### src/include/flash_prot_pkg.sv
/*
 Package for the flash write protection logic: command codes, register
 field positions, reset values, OTP geometry and protection range sizes.
 Assumes a command decoder outside that delivers decoded command pulses.
*/
package flash_prot_pkg;
	// ************************************************************
	// OTP geometry
	// ************************************************************
	localparam int OTP_BYTES       = 1024;
	localparam int OTP_REGIONS     = 32;
	localparam int OTP_REGION_SIZE = 32;
	localparam int OTP_ECC_CHUNK   = 16;
	localparam int OTP_CHUNKS      = OTP_BYTES / OTP_ECC_CHUNK;
	localparam logic [23:0] OTP_LOCK_BASE = 24'h000010;
	localparam int OTP_ADDR_W      = 10;

	// ************************************************************
	// Register field positions and reset values
	// ************************************************************
	localparam int FREEZE_POS      = 0;
	localparam int ORIGIN_POS      = 5;
	localparam int STATUS_LOCK_POS = 7;
	localparam int RANGE_LO_POS    = 2;
	localparam int PROG_ERR_POS    = 6;
	localparam int LATCH_POS       = 1;
	localparam logic [7:0] STATUS_NV_RESET = 8'h00;
	localparam logic [7:0] CONFIG_NV_RESET = 8'h00;

	// ************************************************************
	// Main array geometry: sizes in KB, address width in bits
	// ************************************************************
	localparam int ARRAY_KB      = 8192;
	localparam int ARRAY_ADDR_W  = 23;
	localparam int SMALLEST_KB   = 128;

	// ************************************************************
	// Command encoding seen on the command port
	// ************************************************************
	typedef enum logic [3:0] {
		cmd_none,
		cmd_write_latch_set,
		cmd_write_latch_clear,
		cmd_page_program,
		cmd_erase,
		cmd_register_write,
		cmd_otp_program,
		cmd_otp_read,
		cmd_protection_program
	} cmd_t;
endpackage : flash_prot_pkg

### src/core/range_decoder.sv
/*
 Block-protection range decoder: maps the three range select bits and the
 origin select to a protected address window, and ORs in sector protection.
 Assumes stable register inputs on the same clock as the caller.
*/
`timescale 1ns/1ps
`default_nettype none
module range_decoder #(
	parameter int ADDR_W = flash_prot_pkg::ARRAY_ADDR_W
) (
	input  wire logic [2:0]        range_select,
	input  wire logic              range_origin_select,
	input  wire logic [ADDR_W-1:0] addr,
	input  wire logic              sector_protected,
	output logic                   protected_hit
);
	logic [ADDR_W:0] span;
	logic            block_hit;

	// Code 1 covers 1/64; each higher code doubles, code 7 covers all
	always_comb begin
		if (range_select == 3'h0)
			span = '0;
		else
			span = (ADDR_W+1)'(1) << (ADDR_W - 7 + 32'(range_select));
	end

	always_comb begin
		if (range_select == 3'h0)
			block_hit = 1'b0;
		else if (range_origin_select)
			block_hit = ({1'b0, addr} < span);
		else
			block_hit = ({1'b0, addr} >= ((ADDR_W+1)'(1) << ADDR_W) - span);
	end

	assign protected_hit = block_hit | sector_protected;
endmodule : range_decoder
`default_nettype wire

### src/core/flash_write_protect.sv
/*
 Write protection logic of a serial flash: write latch, OTP lock bytes
 and ECC tracking, freeze bit, write-protect pin interlock and gating of
 main array program/erase by protected range.
 Assumes a command decoder on sys_clk delivering one-cycle command pulses
 with address and data, and an array engine reporting completion.
*/
`timescale 1ns/1ps
`default_nettype none
module flash_write_protect (
	input  wire logic        sys_clk,
	input  wire logic        rst,
	input  wire logic [3:0]  cmd,
	input  wire logic [23:0] cmd_addr,
	input  wire logic [7:0]  cmd_data,
	input  wire logic        cmd_done,
	input  wire logic        write_protect_n_pin,
	input  wire logic        sector_protected,
	input  wire logic [7:0]  otp_array_rdata,
	output logic             write_latch_bit,
	output logic             prog_error,
	output logic [7:0]       status_reg1_volatile,
	output logic [7:0]       status_reg1_nonvolatile,
	output logic [7:0]       config_reg1_volatile,
	output logic [7:0]       config_reg1_nonvolatile,
	output logic             array_write_en,
	output logic             otp_write_en,
	output logic [9:0]       otp_write_addr,
	output logic [7:0]       otp_write_data,
	output logic             otp_ecc_en,
	output logic [7:0]       otp_read_data,
	output logic             otp_read_valid
);
	// ************************************************************
	// Pin synchroniser
	// ************************************************************
	logic wp_meta;
	logic wp_sync;
	always_ff @(posedge sys_clk or posedge rst) begin
		if (rst) begin
			wp_meta <= 1'b1;
			wp_sync <= 1'b1;
		end else begin
			wp_meta <= write_protect_n_pin;
			wp_sync <= wp_meta;
		end
	end

	// ************************************************************
	// Command qualification
	// ************************************************************
	flash_prot_pkg::cmd_t op;
	assign op = flash_prot_pkg::cmd_t'(cmd);

	logic       freeze;
	logic       otp_in_range;
	logic [4:0] region;
	logic       region_locked;
	logic       lock_area;
	logic       otp_allowed;
	logic       regs_locked;
	logic       prot_hit;
	logic [31:0] lock_bits;
	logic [flash_prot_pkg::OTP_CHUNKS-1:0] chunk_used;
	logic [5:0] chunk;

	assign freeze = config_reg1_volatile[flash_prot_pkg::FREEZE_POS];
	assign otp_in_range = (cmd_addr < 24'(flash_prot_pkg::OTP_BYTES));
	assign region = cmd_addr[9:5];
	assign chunk = cmd_addr[9:4];
	// Upper half of region 0 holds the lock bytes
	assign lock_area = (cmd_addr[9:4] == 6'h01);
	assign region_locked = lock_area ? lock_bits[0] : lock_bits[region];
	assign otp_allowed = write_latch_bit && otp_in_range && !freeze && !region_locked;
	assign regs_locked = !wp_sync && status_reg1_nonvolatile[flash_prot_pkg::STATUS_LOCK_POS];

	range_decoder #(
		.ADDR_W(flash_prot_pkg::ARRAY_ADDR_W)
	) u_range (
		.range_select       (status_reg1_volatile[flash_prot_pkg::RANGE_LO_POS +: 3]),
		.range_origin_select(config_reg1_volatile[flash_prot_pkg::ORIGIN_POS]),
		.addr               (cmd_addr[flash_prot_pkg::ARRAY_ADDR_W-1:0]),
		.sector_protected   (sector_protected),
		.protected_hit      (prot_hit)
	);

	// ************************************************************
	// Write latch
	// ************************************************************
	always_ff @(posedge sys_clk or posedge rst) begin
		if (rst) begin
			write_latch_bit <= 1'b0;
		end else if (op == flash_prot_pkg::cmd_write_latch_set) begin
			write_latch_bit <= 1'b1;
		end else if (op == flash_prot_pkg::cmd_write_latch_clear || cmd_done) begin
			write_latch_bit <= 1'b0;
		end
	end

	// ************************************************************
	// Array write gating
	// ************************************************************
	always_ff @(posedge sys_clk or posedge rst) begin
		if (rst) begin
			array_write_en <= 1'b0;
		end else begin
			array_write_en <= write_latch_bit && !prot_hit &&
				(op == flash_prot_pkg::cmd_page_program ||
				 op == flash_prot_pkg::cmd_erase);
		end
	end

	// ************************************************************
	// OTP program, lock bytes and ECC tracking
	// ************************************************************
	// No erase command exists for OTP; lock and ECC state only ever set
	always_ff @(posedge sys_clk or posedge rst) begin
		if (rst) begin
			otp_write_en   <= 1'b0;
			otp_write_addr <= '0;
			otp_write_data <= '0;
			otp_ecc_en     <= 1'b0;
		end else begin
			otp_write_en <= (op == flash_prot_pkg::cmd_otp_program) && otp_allowed;
			otp_write_addr <= cmd_addr[9:0];
			otp_write_data <= cmd_data;
			otp_ecc_en <= !chunk_used[chunk];
		end
	end

	// Lock bytes live in the array; mirror them as they are programmed
	always_ff @(posedge sys_clk or posedge rst) begin
		if (rst) begin
			lock_bits <= '0;
		end else if (op == flash_prot_pkg::cmd_otp_program && otp_allowed &&
				cmd_addr[9:2] == 8'h04) begin
			// Programming drives bits toward one-way locked state
			lock_bits[cmd_addr[1:0]*8 +: 8] <= lock_bits[cmd_addr[1:0]*8 +: 8] | cmd_data;
		end
	end

	always_ff @(posedge sys_clk or posedge rst) begin
		if (rst) begin
			chunk_used <= '0;
		end else if (op == flash_prot_pkg::cmd_otp_program && otp_allowed) begin
			// Any later program into this chunk runs without ECC
			chunk_used[chunk] <= 1'b1;
		end
	end

	// ************************************************************
	// Program error flag
	// ************************************************************
	always_ff @(posedge sys_clk or posedge rst) begin
		if (rst) begin
			prog_error <= 1'b0;
		end else if (op == flash_prot_pkg::cmd_otp_program && otp_in_range &&
				write_latch_bit && (freeze || region_locked)) begin
			prog_error <= 1'b1;
		end else if (op == flash_prot_pkg::cmd_write_latch_clear) begin
			prog_error <= 1'b0;
		end
		// Out-of-range program leaves the flag alone
	end

	// ************************************************************
	// OTP read
	// ************************************************************
	always_ff @(posedge sys_clk or posedge rst) begin
		if (rst) begin
			otp_read_data  <= '0;
			otp_read_valid <= 1'b0;
		end else begin
			otp_read_valid <= (op == flash_prot_pkg::cmd_otp_read);
			// Out of range returns whatever the array port shows
			otp_read_data <= otp_array_rdata;
		end
	end

	// ************************************************************
	// Status and configuration registers
	// ************************************************************
	logic reg_write_ok;
	assign reg_write_ok = (op == flash_prot_pkg::cmd_register_write) && write_latch_bit &&
		!regs_locked;

	always_ff @(posedge sys_clk or posedge rst) begin
		if (rst) begin
			status_reg1_nonvolatile <= flash_prot_pkg::STATUS_NV_RESET;
			config_reg1_nonvolatile <= flash_prot_pkg::CONFIG_NV_RESET;
		end else if (reg_write_ok && cmd_addr[0] && !freeze) begin
			status_reg1_nonvolatile <= cmd_data;
			config_reg1_nonvolatile <= {cmd_addr[15:9], 1'b0};
		end
	end

	// Volatile copies load from the non-volatile ones on the first clock after reset
	logic loaded;
	always_ff @(posedge sys_clk or posedge rst) begin
		if (rst) begin
			loaded               <= 1'b0;
			status_reg1_volatile <= '0;
			config_reg1_volatile <= '0;
		end else if (!loaded) begin
			loaded               <= 1'b1;
			status_reg1_volatile <= status_reg1_nonvolatile;
			config_reg1_volatile <= config_reg1_nonvolatile;
		end else begin
			status_reg1_volatile[flash_prot_pkg::LATCH_POS]    <= write_latch_bit;
			status_reg1_volatile[flash_prot_pkg::PROG_ERR_POS] <= prog_error;
			if (reg_write_ok && !cmd_addr[0]) begin
				if (!freeze) begin
					// Range bits held while frozen
					status_reg1_volatile[flash_prot_pkg::RANGE_LO_POS +: 3] <=
						cmd_data[flash_prot_pkg::RANGE_LO_POS +: 3];
					config_reg1_volatile[7:1] <= cmd_addr[15:9];
				end
				// Freeze only ever sets until reset
				config_reg1_volatile[flash_prot_pkg::FREEZE_POS] <= freeze |
					cmd_addr[8];
			end
		end
	end
endmodule : flash_write_protect
`default_nettype wire

### config.mk
export PLATFORM = sky130hd
export DESIGN_NAME = flash_write_protect
export DESIGN_NICKNAME = d
export VERILOG_FILES = /design/src/include/flash_prot_pkg.sv /design/src/core/range_decoder.sv /design/src/core/flash_write_protect.sv
export SDC_FILE = /design/constraint.sdc
export NUM_CORES = 1
export LEC_CHECK = 0
export BUFFER_PORTS_ARGS = -buffer_cell sky130_fd_sc_hd__buf_2
export CAP_MARGIN = 20
export CORE_MARGIN = 3
export CORE_UTILIZATION = 45
export CTS_CLUSTER_DIAMETER = 120
export CTS_CLUSTER_SIZE = 24
export DETAILED_ROUTE_END_ITERATION = 16
export GPL_ROUTABILITY_DRIVEN = 0
export GPL_TIMING_DRIVEN = 0
export HOLD_SLACK_MARGIN = 0.02
export PLACE_DENSITY = 0.72
export SETUP_SLACK_MARGIN = 0.1
export SLEW_MARGIN = 10
export SYNTH_ARGS = -nofsm -noshare
export SYNTH_HDL_FRONTEND = slang
export SYNTH_HIERARCHICAL = 1
export SYNTH_SLANG_ARGS = --single-unit
### constraint.sdc
create_clock -name sys_clk -period 4.8 [get_ports sys_clk]
set_clock_uncertainty 0.05 [all_clocks]
set_input_delay 0 -clock sys_clk [delete_from_list [all_inputs] [get_ports sys_clk]]
set_output_delay 0 -clock sys_clk [all_outputs]
set_load 0.005 [all_outputs]
Yosys cells after proc, flatten, opt, wreduce, memory -nomap -nowiden. Cells that the tools add are included.

Register bits: 162. Word-level logic and storage cells: 102.

$add $sub $neg: 3. $lt $le $gt $ge: 6. Equality and inequality tests: 11. Shift operators: 4. Multiplexer cells: 22. Bitwise logic cells: 4. Reduce and logical (&&, ||, !) cells: 31.

Operator list (number): bitwise OR 64 bit (1); negation 5 -> 34 bit (1); variable shift 8 x 34 -> 32 bit (first input constant) (1); indexed part select 8 x 34 -> 32 bit (1); bitwise mux 32 bit (1); indexed part select 32 x 6 -> 8 bit (1); left shift 1 x 32 -> 24 bit (first input constant) (1); >= comparator 23 x 24 -> 1 bit (1); less-than comparator 23 x 24 -> 1 bit (1); less-than comparator 24 x 11 -> 1 bit (second input constant) (1); 2-to-1 mux 24 bit (1); subtractor 24 bit (first input constant) (1); logical AND 1 bit (17); equality test 4 x 3 -> 1 bit (second input constant) (4); 2-to-1 mux 8 bit (2); 2-to-1 mux 1 bit (11); equality test 4 x 2 -> 1 bit (second input constant) (2); equality test 8 x 3 -> 1 bit (second input constant) (1); bitwise OR 8 bit (1); zero test 1 bit (7); less-than comparator 6 x 7 -> 1 bit (second input constant) (1); 2-to-1 mux 7 bit (1); adder 5 x 3 -> 6 bit (first input constant) (1); binary-select mux 1 bit (select 6 bit) (1); 15 further kinds (20).

Depth between registers and ports, before layout. Gate-level depths: netlist of the first run.

Word-level depth: 11. Mapped depth: 11.

By module. Netlist of the first run, hierarchy kept.

Modules (own cells, without submodules): flash_write_protect (times used 1, cells each 611, area each 7462.2 um2, sequential area each 4056.4 um2); range_decoder (times used 1, cells each 52, area each 396.6 um2, sequential area each 0.0 um2).

Worst setup path after synthesis of the first run. Ideal clock, no wire load.

Path kind: flip-flop to flip-flop. From: register status_reg1_volatile[4]. To: register array_write_en. Library setup time: 0.105 ns. Arrival: 2.605 ns. Required time: 4.645 ns. Slack: 2.040 ns. Stages on the path, launching flop included: 11. Clock period less this slack: 2.760 ns. Cells stage by stage: dfrtp_1 > buf_2 > or3b_2 > ha_1 > nand3_1 > o21ai_0 > ha_1 > a2111oi_0 > a22oi_1 > a31o_1 > nor4b_1.

Word-level cells in the longest chain between the ends: 11. Elaborated cells on any way between the ends: 13. Those cells by class: add/sub (2); order compare (2); shift (1); mux (3); bitwise (1); reduce/logical (4).

Ends and longest elaborated chain: from (decl) (line flash_write_protect.sv:22) `output logic [7:0] status_reg1_volatile,`; from (signal assigned) (line flash_write_protect.sv:206) `status_reg1_volatile <= status_reg1_nonvolatile;`; from (signal, indexed assignment) (line flash_write_protect.sv:209) `status_reg1_volatile[flash_prot_pkg::LATCH_POS] <= write_latch_bit;`; from (signal, indexed assignment) (line flash_write_protect.sv:210) `status_reg1_volatile[flash_prot_pkg::PROG_ERR_POS] <= prog_error;`; adder 5 x 3 -> 6 bit (line range_decoder.sv:25) `span = (ADDR_W+1)'(1) << (ADDR_W - 7 + 32'(range_select));`; left shift 1 x 32 -> 24 bit (line range_decoder.sv:25); 2-to-1 mux 24 bit (line range_decoder.sv:22) `if (range_select == 3'h0)`; subtractor 24 bit (line range_decoder.sv:34) `block_hit = ({1'b0, addr} >= ((ADDR_W+1)'(1) << ADDR_W) - span);`; >= comparator 23 x 24 -> 1 bit (line range_decoder.sv:34); 2-to-1 mux 1 bit (line range_decoder.sv:31) `else if (range_origin_select)`; 2-to-1 mux 1 bit (*) (line range_decoder.sv:29) `if (range_select == 3'h0)`; bitwise OR 1 bit (*) (line range_decoder.sv:37) `assign protected_hit = block_hit | sector_protected;`; named net prot_hit (line flash_write_protect.sv:62) `logic prot_hit;`; zero test 1 bit (*) (line flash_write_protect.sv:107) `array_write_en <= write_latch_bit && !prot_hit &&`; logical AND 1 bit (*) (2 in series) (line flash_write_protect.sv:107); to (signal assigned) (line flash_write_protect.sv:107); to (decl) (line flash_write_protect.sv:26) `output logic array_write_en,`.

Mark *: on every way through the listed nets, which the timed path passes. The rest lies on a longest branch. A chain may end at the register's enable or synchronous reset.

Worst setup path in the final report of the first run. Ends and elaborated chain as after synthesis.

==> flow_summary.rst, run 1 <==
.. list-table::
   :header-rows: 1

   * - Metric
     - Value
   * - Synthesized Nets
     - around 730
   * - Syn. warnings
     - 6
   * - Post-synthesis to final-layout area growth
     - 23.7%
   * - FF-to-FF End
     - array_write_en$_DFF_PP0_
   * - Number of placed cells counting well taps
     - 995
   * - Grt met2 use
     - 0.356
   * - Share of cells above drive strength 1
     - 0.343
   * - Synthesized instance count
     - 663
   * - Most utilized layer in the global route result
     - met2
   * - Via count
     - 6018
   * - Unique masters post-synth
     - 62
   * - Area leader, netlist
     - sky130_fd_sc_hd__dfrtp_1
   * - Die Span X
     - 138 µm
   * - Arrival time worst endpoint
     - 3920 ps
   * - Met3 routing resource usage after global routing
     - 0.0528
   * - Slew of the pin with the lowest slew margin
     - 971 ps
   * - Pwr/cell area
     - 321 nW/µm²
   * - Main synth FF type
     - sky130_fd_sc_hd__dfrtp_1
   * - Worst vdd rail ir drop
     - between 0.0002 and 0.0003 V
   * - GR Util met1
     - 0.280
   * - Number of gates given a new drive strength after cts
     - 0
   * - Remaining DRCs
     - 0
   * - Number of nets in the final layout
     - 902
   * - Total clock buffers created by CTS
     - 17
   * - Drt wl/cell
     - 19.1 µm
   * - Timing-limited maximum frequency
     - 278 MHz
   * - Reg2reg setup slack
     - about 1200 ps
   * - Count of inserted antenna diode cells
     - 0
   * - Clock root buffer
     - sky130_fd_sc_hd__clkbuf_16
   * - CTS tree
     - built
   * - Maximum number of pins on one net before global-route repair
     - around 120
   * - Via count of the first global-routing pass
     - roughly 6200
   * - Initial cell density of the core
     - 0.467
   * - Hold Slack
     - 69.4 ps
   * - Die boundary height
     - roughly 140 µm
   * - Final number of hold-violating endpoints
     - 0
   * - Count leader, synth
     - sky130_fd_sc_hd__dfrtp_1
   * - Clock insertion delay at the later pin of the skew report
     - 440 ps
   * - Final clock period utilization by the worst path
     - 0.750
   * - HPWL Detailed
     - 13.8 mm
   * - Classification of the worst setup path
     - reg2reg
   * - Outcome
     - complete, no violations
   * - Number of register bits inferred by synthesis
     - approximately 160
   * - Number of iterations in the first detailed-routing pass
     - 6
   * - Buffers inserted by post-CTS timing repair
     - 0
   * - Number of pins with negative max-slew slack in the final report
     - 0
   * - Minimum period implied by the final worst setup slack
     - 3600 ps
   * - Antenna violations before repair
     - 0
   * - Number of flops mapped to enable cells by yosys
     - 0
   * - Setup-failing EPs final
     - 0
   * - Most area-consuming cells after synthesis
     - sky130_fd_sc_hd__dfrtp_1 (51%), sky130_fd_sc_hd__mux2_2 (10%), sky130_fd_sc_hd__mux4_2 (4.6%)
   * - Worst setup startpoint
     - status_reg1_volatile[4]$_DFFE_PP0P_
   * - Worst slew margin relative to its limit
     - 0.348
   * - Number of clock sinks seen by CTS
     - 162
   * - Number of cell rows
     - between 40 and 50
   * - Type of element capturing the critical path
     - flop
   * - Area share of the largest cell type after synthesis
     - 0.509
   * - First-iteration detailed-routing DRC count
     - around 420
   * - Total GRT Usage
     - 0.216
   * - Total congestion overflow
     - 0
   * - Critical register-to-register path startpoint
     - status_reg1_volatile[4]$_DFFE_PP0P_
   * - Core region area
     - 16800 µm²
   * - Bufs on Longest Clock Path
     - 2
   * - Clock-pin slew reported for the worst setup and hold paths after clock tree synthesis
     - 70 ps
   * - Proportion of synthesized flip-flops having asynchronous set or reset
     - 1.00
   * - Htree depth
     - 4
   * - Post-route core utilization
     - 0.578
   * - Number of cells on the worst reg-to-reg path
     - 10
   * - Floorplan die area
     - 19100 µm²
   * - Total length of routed wires
     - 20.4 mm
   * - Maximum fanout count along the critical path
     - 10
   * - Post-Synthesis Cell Area
     - 7860 µm²
   * - Max Cap Violations
     - 0
   * - Number of top-level pins
     - about 110
   * - Average instance area after synthesis
     - 11.9 µm²
   * - Hold Buf Count CTS
     - 42
   * - CP required
     - 5120 ps
   * - Sequential element share of the synthesized area
     - 0.516
   * - Non-filler cells in the finished layout
     - 1069
   * - RSZ-0062 raised after global routing
     - false
   * - Detail Route Antenna Nets
     - 0
   * - IO buf count
     - 110
   * - Class of the most critical hold timing path
     - in2async
   * - Setup crit start kind
     - flop
   * - Vias per Instance
     - between 5 and 6
   * - Leak
     - 4.56 nW
   * - Total Power
     - 3.13 mW
   * - Wire length of the first global-routing pass
     - 33.0 mm
   * - Cell types with the highest counts after synthesis
     - sky130_fd_sc_hd__dfrtp_1 (160), sky130_fd_sc_hd__mux2_2 (71), sky130_fd_sc_hd__nand2_1 (66)
==> layout make-up <==
type	instances	area (µm²)
buffer	34	173
inverter	14	60.1
timing repair buffer	154	1010
fill	1428	7100
multi-input combinational	453	3580
clock inverter	14	144
clock buffer	18	429
tap	220	275
sequential	162	4060
==> critical path: stages, from the launching register on <==
cell and delay, ps:
sky130_fd_sc_hd__dfrtp_1 450, sky130_fd_sc_hd__buf_2 200, sky130_fd_sc_hd__or3b_2 480, sky130_fd_sc_hd__ha_1 290, sky130_fd_sc_hd__o21ai_0 200, sky130_fd_sc_hd__ha_1 260
sky130_fd_sc_hd__a2111oi_0 420, sky130_fd_sc_hd__a22oi_1 120, sky130_fd_sc_hd__a31o_1 200, sky130_fd_sc_hd__nor4b_1 270, sky130_fd_sc_hd__dlygate4sd3_1 600
==> per-stage QoR <==
stage	cell area [µm²]	setup TNS, ps	setup slack (ps)
5_1_grt	9720	0	972
3_3_place_gp	8680	-228590	-1440
6_report	9720	0	1200
3_5_place_dp	8730	0	1740
2_1_floorplan	7860	0	377
4_1_cts	9720	0	1230
==> worst max path at each step <==
stage | endpoint | slack (ps) | cells past startpoint
floorplan | array_write_en$_DFF_PP0_ | 380 | 1
global placement | otp_write_data[2]$_DFF_PP0_ | -1440 | 2
detailed placement | array_write_en$_DFF_PP0_ | 1740 | 10
CTS | array_write_en$_DFF_PP0_ | 1230 | 10
global route | array_write_en$_DFF_PP0_ | 970 | 11
finish | array_write_en$_DFF_PP0_ | 1200 | 10
==> cell usage in the layout (no fill, tap or decap), drive strengths merged, types with 4 or more instances in the layout <==
cell type and instances:
a31o 17, dlygate4sd3 42, nor3b 5, nor4 10
mux2 71, nor3 11, clkbuf 26, nand3 12
inv 22, and3 6, a21oi 8, nand2b 4
ha 17, o21bai 48, or3b 4, o21ai 13
mux2i 25, nand2 66, mux4 16, nor2 55
a211oi 7, buf 138, nor2b 4, nand3b 8
dfrtp 160, or3 4, o32ai 7
==> cell families (layout without fill, tap and decap cells) <==
kind of cell | after synthesis | in the layout | synth area share
other | 2 | 2 | 0.000956
AO/OA/AOI/OAI | 121 | 121 | 0.115
XOR/XNOR | 1 | 1 | 0.00111
multiplexers | 112 | 112 | 0.179
adder cells (fa/ha/maj) | 17 | 17 | 0.0271
AND/OR/NAND/NOR | 200 | 200 | 0.132
buffers and inverters | 48 | 234 | 0.0287
flip-flops | 162 | 162 | 0.516
==> registers in the layout, summed over array words and instances, names as in the netlist, 7 cells and up <==
name                     cells
chunk_used                  64
config_reg1_nonvolatile      7
config_reg1_volatile         8
lock_bits                   32
otp_read_data                8
otp_write_addr              10
otp_write_data               8
status_reg1_nonvolatile      8
status_reg1_volatile         8
==> where the power goes <==
| part | internal [mW] | total (mW) | switching (mW) |
|---|---|---|---|
| clock network | 0.733 | 1.35 | 0.620 |
| registers | 1.40 | 1.42 | 0.0212 |
| logic | 0.154 | 0.350 | 0.197 |
| total | 2.29 | 3.13 | 0.838 |
==> per-layer routing <==
layer,vias to the layer above,part of all wire
li1,2760,-
met1,3040,0.43
met2,182,0.50
met3,36,0.050
met4,0,0.025
met5,-,0
No activity file was read; power rests on OpenSTA's default activity.
==> inputs of run 2 (changes only) <==
ABC_AREA = 1   (was unset)
PLACE_DENSITY = 0.69   (was 0.72)
clock period = 3.7 ns   (was 4.8 ns; I/O delays follow)
==> flow_summary.rst, run 2 <==
.. list-table::
   :header-rows: 1

   * - Metric
     - Value
   * - Setup crit start kind
     - flop
   * - Class of the most critical hold timing path
     - in2reg
   * - Synthesized instance count
     - 979 (+48%)
   * - Timing-limited maximum frequency
     - 341 MHz (+23%)
   * - Average instance area after synthesis
     - 8.13 µm² (-31%)
   * - First-iteration detailed-routing DRC count
     - 833 (+97%)
   * - Worst slew margin relative to its limit
     - 0.496 (+0.148)
   * - Number of cell rows
     - 47 (unchanged)
   * - Classification of the worst setup path
     - reg2reg
   * - Leak
     - 4.97 nW (+8.8%)
   * - Floorplan die area
     - 19300 µm² (+1.2%)
   * - IO buf count
     - 111 (+0.91%)
   * - Unique masters post-synth
     - 37 (-40%)
   * - Hold Slack
     - 141 ps (+71.4 ps)
   * - Drt wl/cell
     - 16.1 µm (-16%)
   * - Largest registers
     - chunk_used x64, lock_bits x32, otp_write_addr x10
   * - Area share of the largest cell type after synthesis
     - 0.503 (-0.00617)
   * - Arrival time worst endpoint
     - 3250 ps (-670 ps)
   * - Max Cap Violations
     - 0 (unchanged)
   * - Maximum fanout count along the critical path
     - 7 (-3)
   * - Number of top-level pins
     - 113 (unchanged)
   * - Initial cell density of the core
     - 0.470 (+0.00244)
   * - Storage element area
     - 4060 µm² (unchanged)
   * - Final clock period utilization by the worst path
     - 0.793 (+0.0426)
   * - Total Power
     - 3.95 mW (+26%)
   * - Antenna violations before repair
     - 0 (unchanged)
   * - Detail Route Antenna Nets
     - 0 (unchanged)
   * - Leading cell type in the layout, fill and taps excluded
     - sky130_fd_sc_hd__nand2_1
   * - Commonest cells after routing, fill and taps aside
     - sky130_fd_sc_hd__nand2_1 (350), sky130_fd_sc_hd__dfrtp_1 (160), sky130_fd_sc_hd__buf_2 (124), sky130_fd_sc_hd__nor2_1 (87), sky130_fd_sc_hd__inv_1 (56)
   * - Grt met2 use
     - 0.366 (+0.00952)
   * - Clock insertion delay at the later pin of the skew report
     - 430 ps (about the same)
   * - Die boundary height
     - 139 µm (+0.59%)
   * - Syn. warnings
     - 6 (unchanged)
   * - Number of register bits inferred by synthesis
     - 162 (unchanged)
   * - Die Span X
     - 139 µm (+0.59%)
   * - Pwr/cell area
     - 401 nW/µm² (+25%)
   * - Share of cells above drive strength 1
     - 0.166 (-0.177)
   * - Remaining DRCs
     - 0 (unchanged)
   * - Flip-flop count of the largest register, all copies and words added
     - 64 (unchanged)
   * - GR Util met1
     - 0.330 (+0.0503)
   * - Bufs on Longest Clock Path
     - 2 (unchanged)
   * - Filler cells
     - 1546 (+8.3%)
   * - Number of flops mapped to enable cells by yosys
     - 0 (unchanged)
   * - Proportion of synthesized flip-flops having asynchronous set or reset
     - 1.00 (unchanged)
   * - Total congestion overflow
     - 0 (unchanged)
   * - Minimum period implied by the final worst setup slack
     - 2930 ps (-668 ps)
   * - Hold Buf Count CTS
     - 43 (+2.4%)
   * - Cell types with the highest counts after synthesis
     - sky130_fd_sc_hd__nand2_1 (350), sky130_fd_sc_hd__dfrtp_1 (160), sky130_fd_sc_hd__nor2_1 (87)
   * - Area leader, netlist
     - sky130_fd_sc_hd__dfrtp_1
   * - Number of pins with negative max-slew slack in the final report
     - 0 (unchanged)
   * - Outcome
     - complete, no violations
   * - Number of nets in the final layout
     - 1222 (+35%)
   * - Main synth FF type
     - sky130_fd_sc_hd__dfrtp_1
   * - Maximum number of pins on one net before global-route repair
     - 38 (-67%)
   * - Clock root buffer
     - sky130_fd_sc_hd__clkbuf_16
   * - Final number of hold-violating endpoints
     - 0 (unchanged)
   * - Post-Synthesis Cell Area
     - 7960 µm² (+1.2%)
   * - RSZ-0062 raised after global routing
     - false
   * - Type of element capturing the critical path
     - flop
   * - CTS tree
     - built
   * - Sequential element share of the synthesized area
     - 0.510 (-0.00625)
   * - Met3 routing resource usage after global routing
     - 0.0507 (-0.00214)
   * - Setup-failing EPs final
     - 0 (unchanged)
   * - Wire length of the first global-routing pass
     - 36.6 mm (+11%)
   * - Biggest register
     - chunk_used
   * - Sum of negative setup slack
     - 0 ps (unchanged)
   * - Slew of the pin with the lowest slew margin
     - 755 ps (-215 ps)
   * - Final WS setup
     - 767 ps (-432 ps)
   * - Count of inserted antenna diode cells
     - 0 (unchanged)
   * - Number of clock sinks seen by CTS
     - 162 (unchanged)
   * - Synthesized Nets
     - 1045 (+43%)
   * - Post-synthesis to final-layout area growth
     - 23.8%
   * - Vias per Instance
     - 5.34 (-5.2%)
   * - Total GRT Usage
     - 0.234 (+0.0184)
   * - Worst vdd rail ir drop
     - 0.000323 V (+23%)
   * - Count leader, synth
     - sky130_fd_sc_hd__nand2_1
   * - Most utilized layer in the global route result
     - met2
   * - Via count
     - 7416 (+23%)
   * - Clock-pin slew reported for the worst setup and hold paths after clock tree synthesis
     - 60 ps (about the same)
   * - Buffers inserted by post-CTS timing repair
     - 0 (unchanged)
   * - Number of iterations in the first detailed-routing pass
     - 5 (-1)
   * - Core region area
     - 16900 µm² (+0.70%)
   * - Htree depth
     - 4 (unchanged)
   * - Most area-consuming cells after synthesis
     - sky130_fd_sc_hd__dfrtp_1 (50%), sky130_fd_sc_hd__nand2_1 (17%), sky130_fd_sc_hd__o21bai_1 (4.6%)
   * - Pre-CTS worst setup slack
     - 1010 ps (-726 ps)
   * - Total clock buffers created by CTS
     - 17 (unchanged)
   * - Total length of routed wires
     - 22.3 mm (+9.5%)
   * - Post-route core utilization
     - 0.582 (+0.00374)
   * - Number of gates given a new drive strength after cts
     - 0 (unchanged)
   * - HPWL Detailed
     - 15.7 mm (+14%)
   * - Via count of the first global-routing pass
     - 7117 (+15%)
   * - CP required
     - 4010 ps (-1110 ps)
   * - Area taken by multi-input logic gates
     - 3410 µm² (-4.6%)
## run 2: changes by cell type after synthesis, moves of 18 or more
cell / previous run / this run
sky130_fd_sc_hd__nand3_1: 8 / 42
sky130_fd_sc_hd__mux2i_1: 25 / 0
sky130_fd_sc_hd__nor2_1: 55 / 87
sky130_fd_sc_hd__o22ai_1: 3 / 21
sky130_fd_sc_hd__nand4_1: 3 / 38
sky130_fd_sc_hd__nand2_1: 66 / 350
sky130_fd_sc_hd__mux2_2: 71 / 0
sky130_fd_sc_hd__inv_1: 13 / 57
## run 2: report_power, final
part / internal (mW) / switching, mW / leakage, nW
logic: 0.172 / 0.284 / 2.62
registers: 1.81 / 0.0268 / 2.07
clock network: 0.904 / 0.753 / 0.273
## run 2: worst max-delay path, cell delays in order (launching register included)
cell and delay [ps]:
sky130_fd_sc_hd__dfrtp_1 470, sky130_fd_sc_hd__inv_1 170, sky130_fd_sc_hd__nor2_1 60, sky130_fd_sc_hd__nand2_1 100
sky130_fd_sc_hd__ha_1 280, sky130_fd_sc_hd__nand2_1 90, sky130_fd_sc_hd__a22oi_1 160, sky130_fd_sc_hd__ha_1 270
sky130_fd_sc_hd__a21oi_1 160, sky130_fd_sc_hd__nor2_1 60, sky130_fd_sc_hd__nor2_1 80, sky130_fd_sc_hd__nand2_1 60
sky130_fd_sc_hd__nand2_1 80, sky130_fd_sc_hd__nand2_1 60, sky130_fd_sc_hd__nor3_1 150, sky130_fd_sc_hd__dlygate4sd3_1 560
## run 2: metal layers
layer / wire, µm / up-vias
li1: - / 3562
met1: 9850 / 3501
met2: 10000 / 305
met3: 1900 / 48
met4: 542 / 0
met5: 0 / -
## run 2: area by class of cell
class	count	share of cell area
Inverter	71	0.0282
Buffer	42	0.0215
Clock buffer	19	0.0460
Sequential cell	162	0.412
Tap cell	220	0.0279
Multi-Input combinational cell	704	0.346
Clock inverter	13	0.0100
Timing Repair Buffer	158	0.108
## run 2: stage by stage
step / instances / cell area [µm²]
detailed placement: 1314 / 8870
global placement: 1310 / 8790
global route: 1389 / 9850
CTS: 1389 / 9850
floorplan: 979 / 7960
finish: 1389 / 9850
## run 2: kinds of logic after synthesis
group	Yosys count	synth area share
xor+xnor	1	0.00110
flops	162	0.510
simple gates	557	0.298
buf+inv	113	0.0610
fa+ha+maj	17	0.0267
other cells	2	0.000944
compound gates	127	0.103
## run 2: final timing paths
kind,from,to,slack [ps],cells past startpoint
max in group asynchronous,rst,otp_read_data[4]$_DFF_PP0_,2280,6
setup reg to reg,status_reg1_volatile[2]$_DFFE_PP0P_,array_write_en$_DFF_PP0_,770,15
hold reg to reg,wp_meta$_DFF_PP1_,wp_sync$_DFF_PP1_,310,0
hold / removal,cmd[3],config_reg1_volatile[0]$_DFFE_PP0P_,140,6
min in group asynchronous,rst,array_write_en$_DFF_PP0_,220,3
setup / recovery,status_reg1_volatile[2]$_DFFE_PP0P_,array_write_en$_DFF_PP0_,770,15
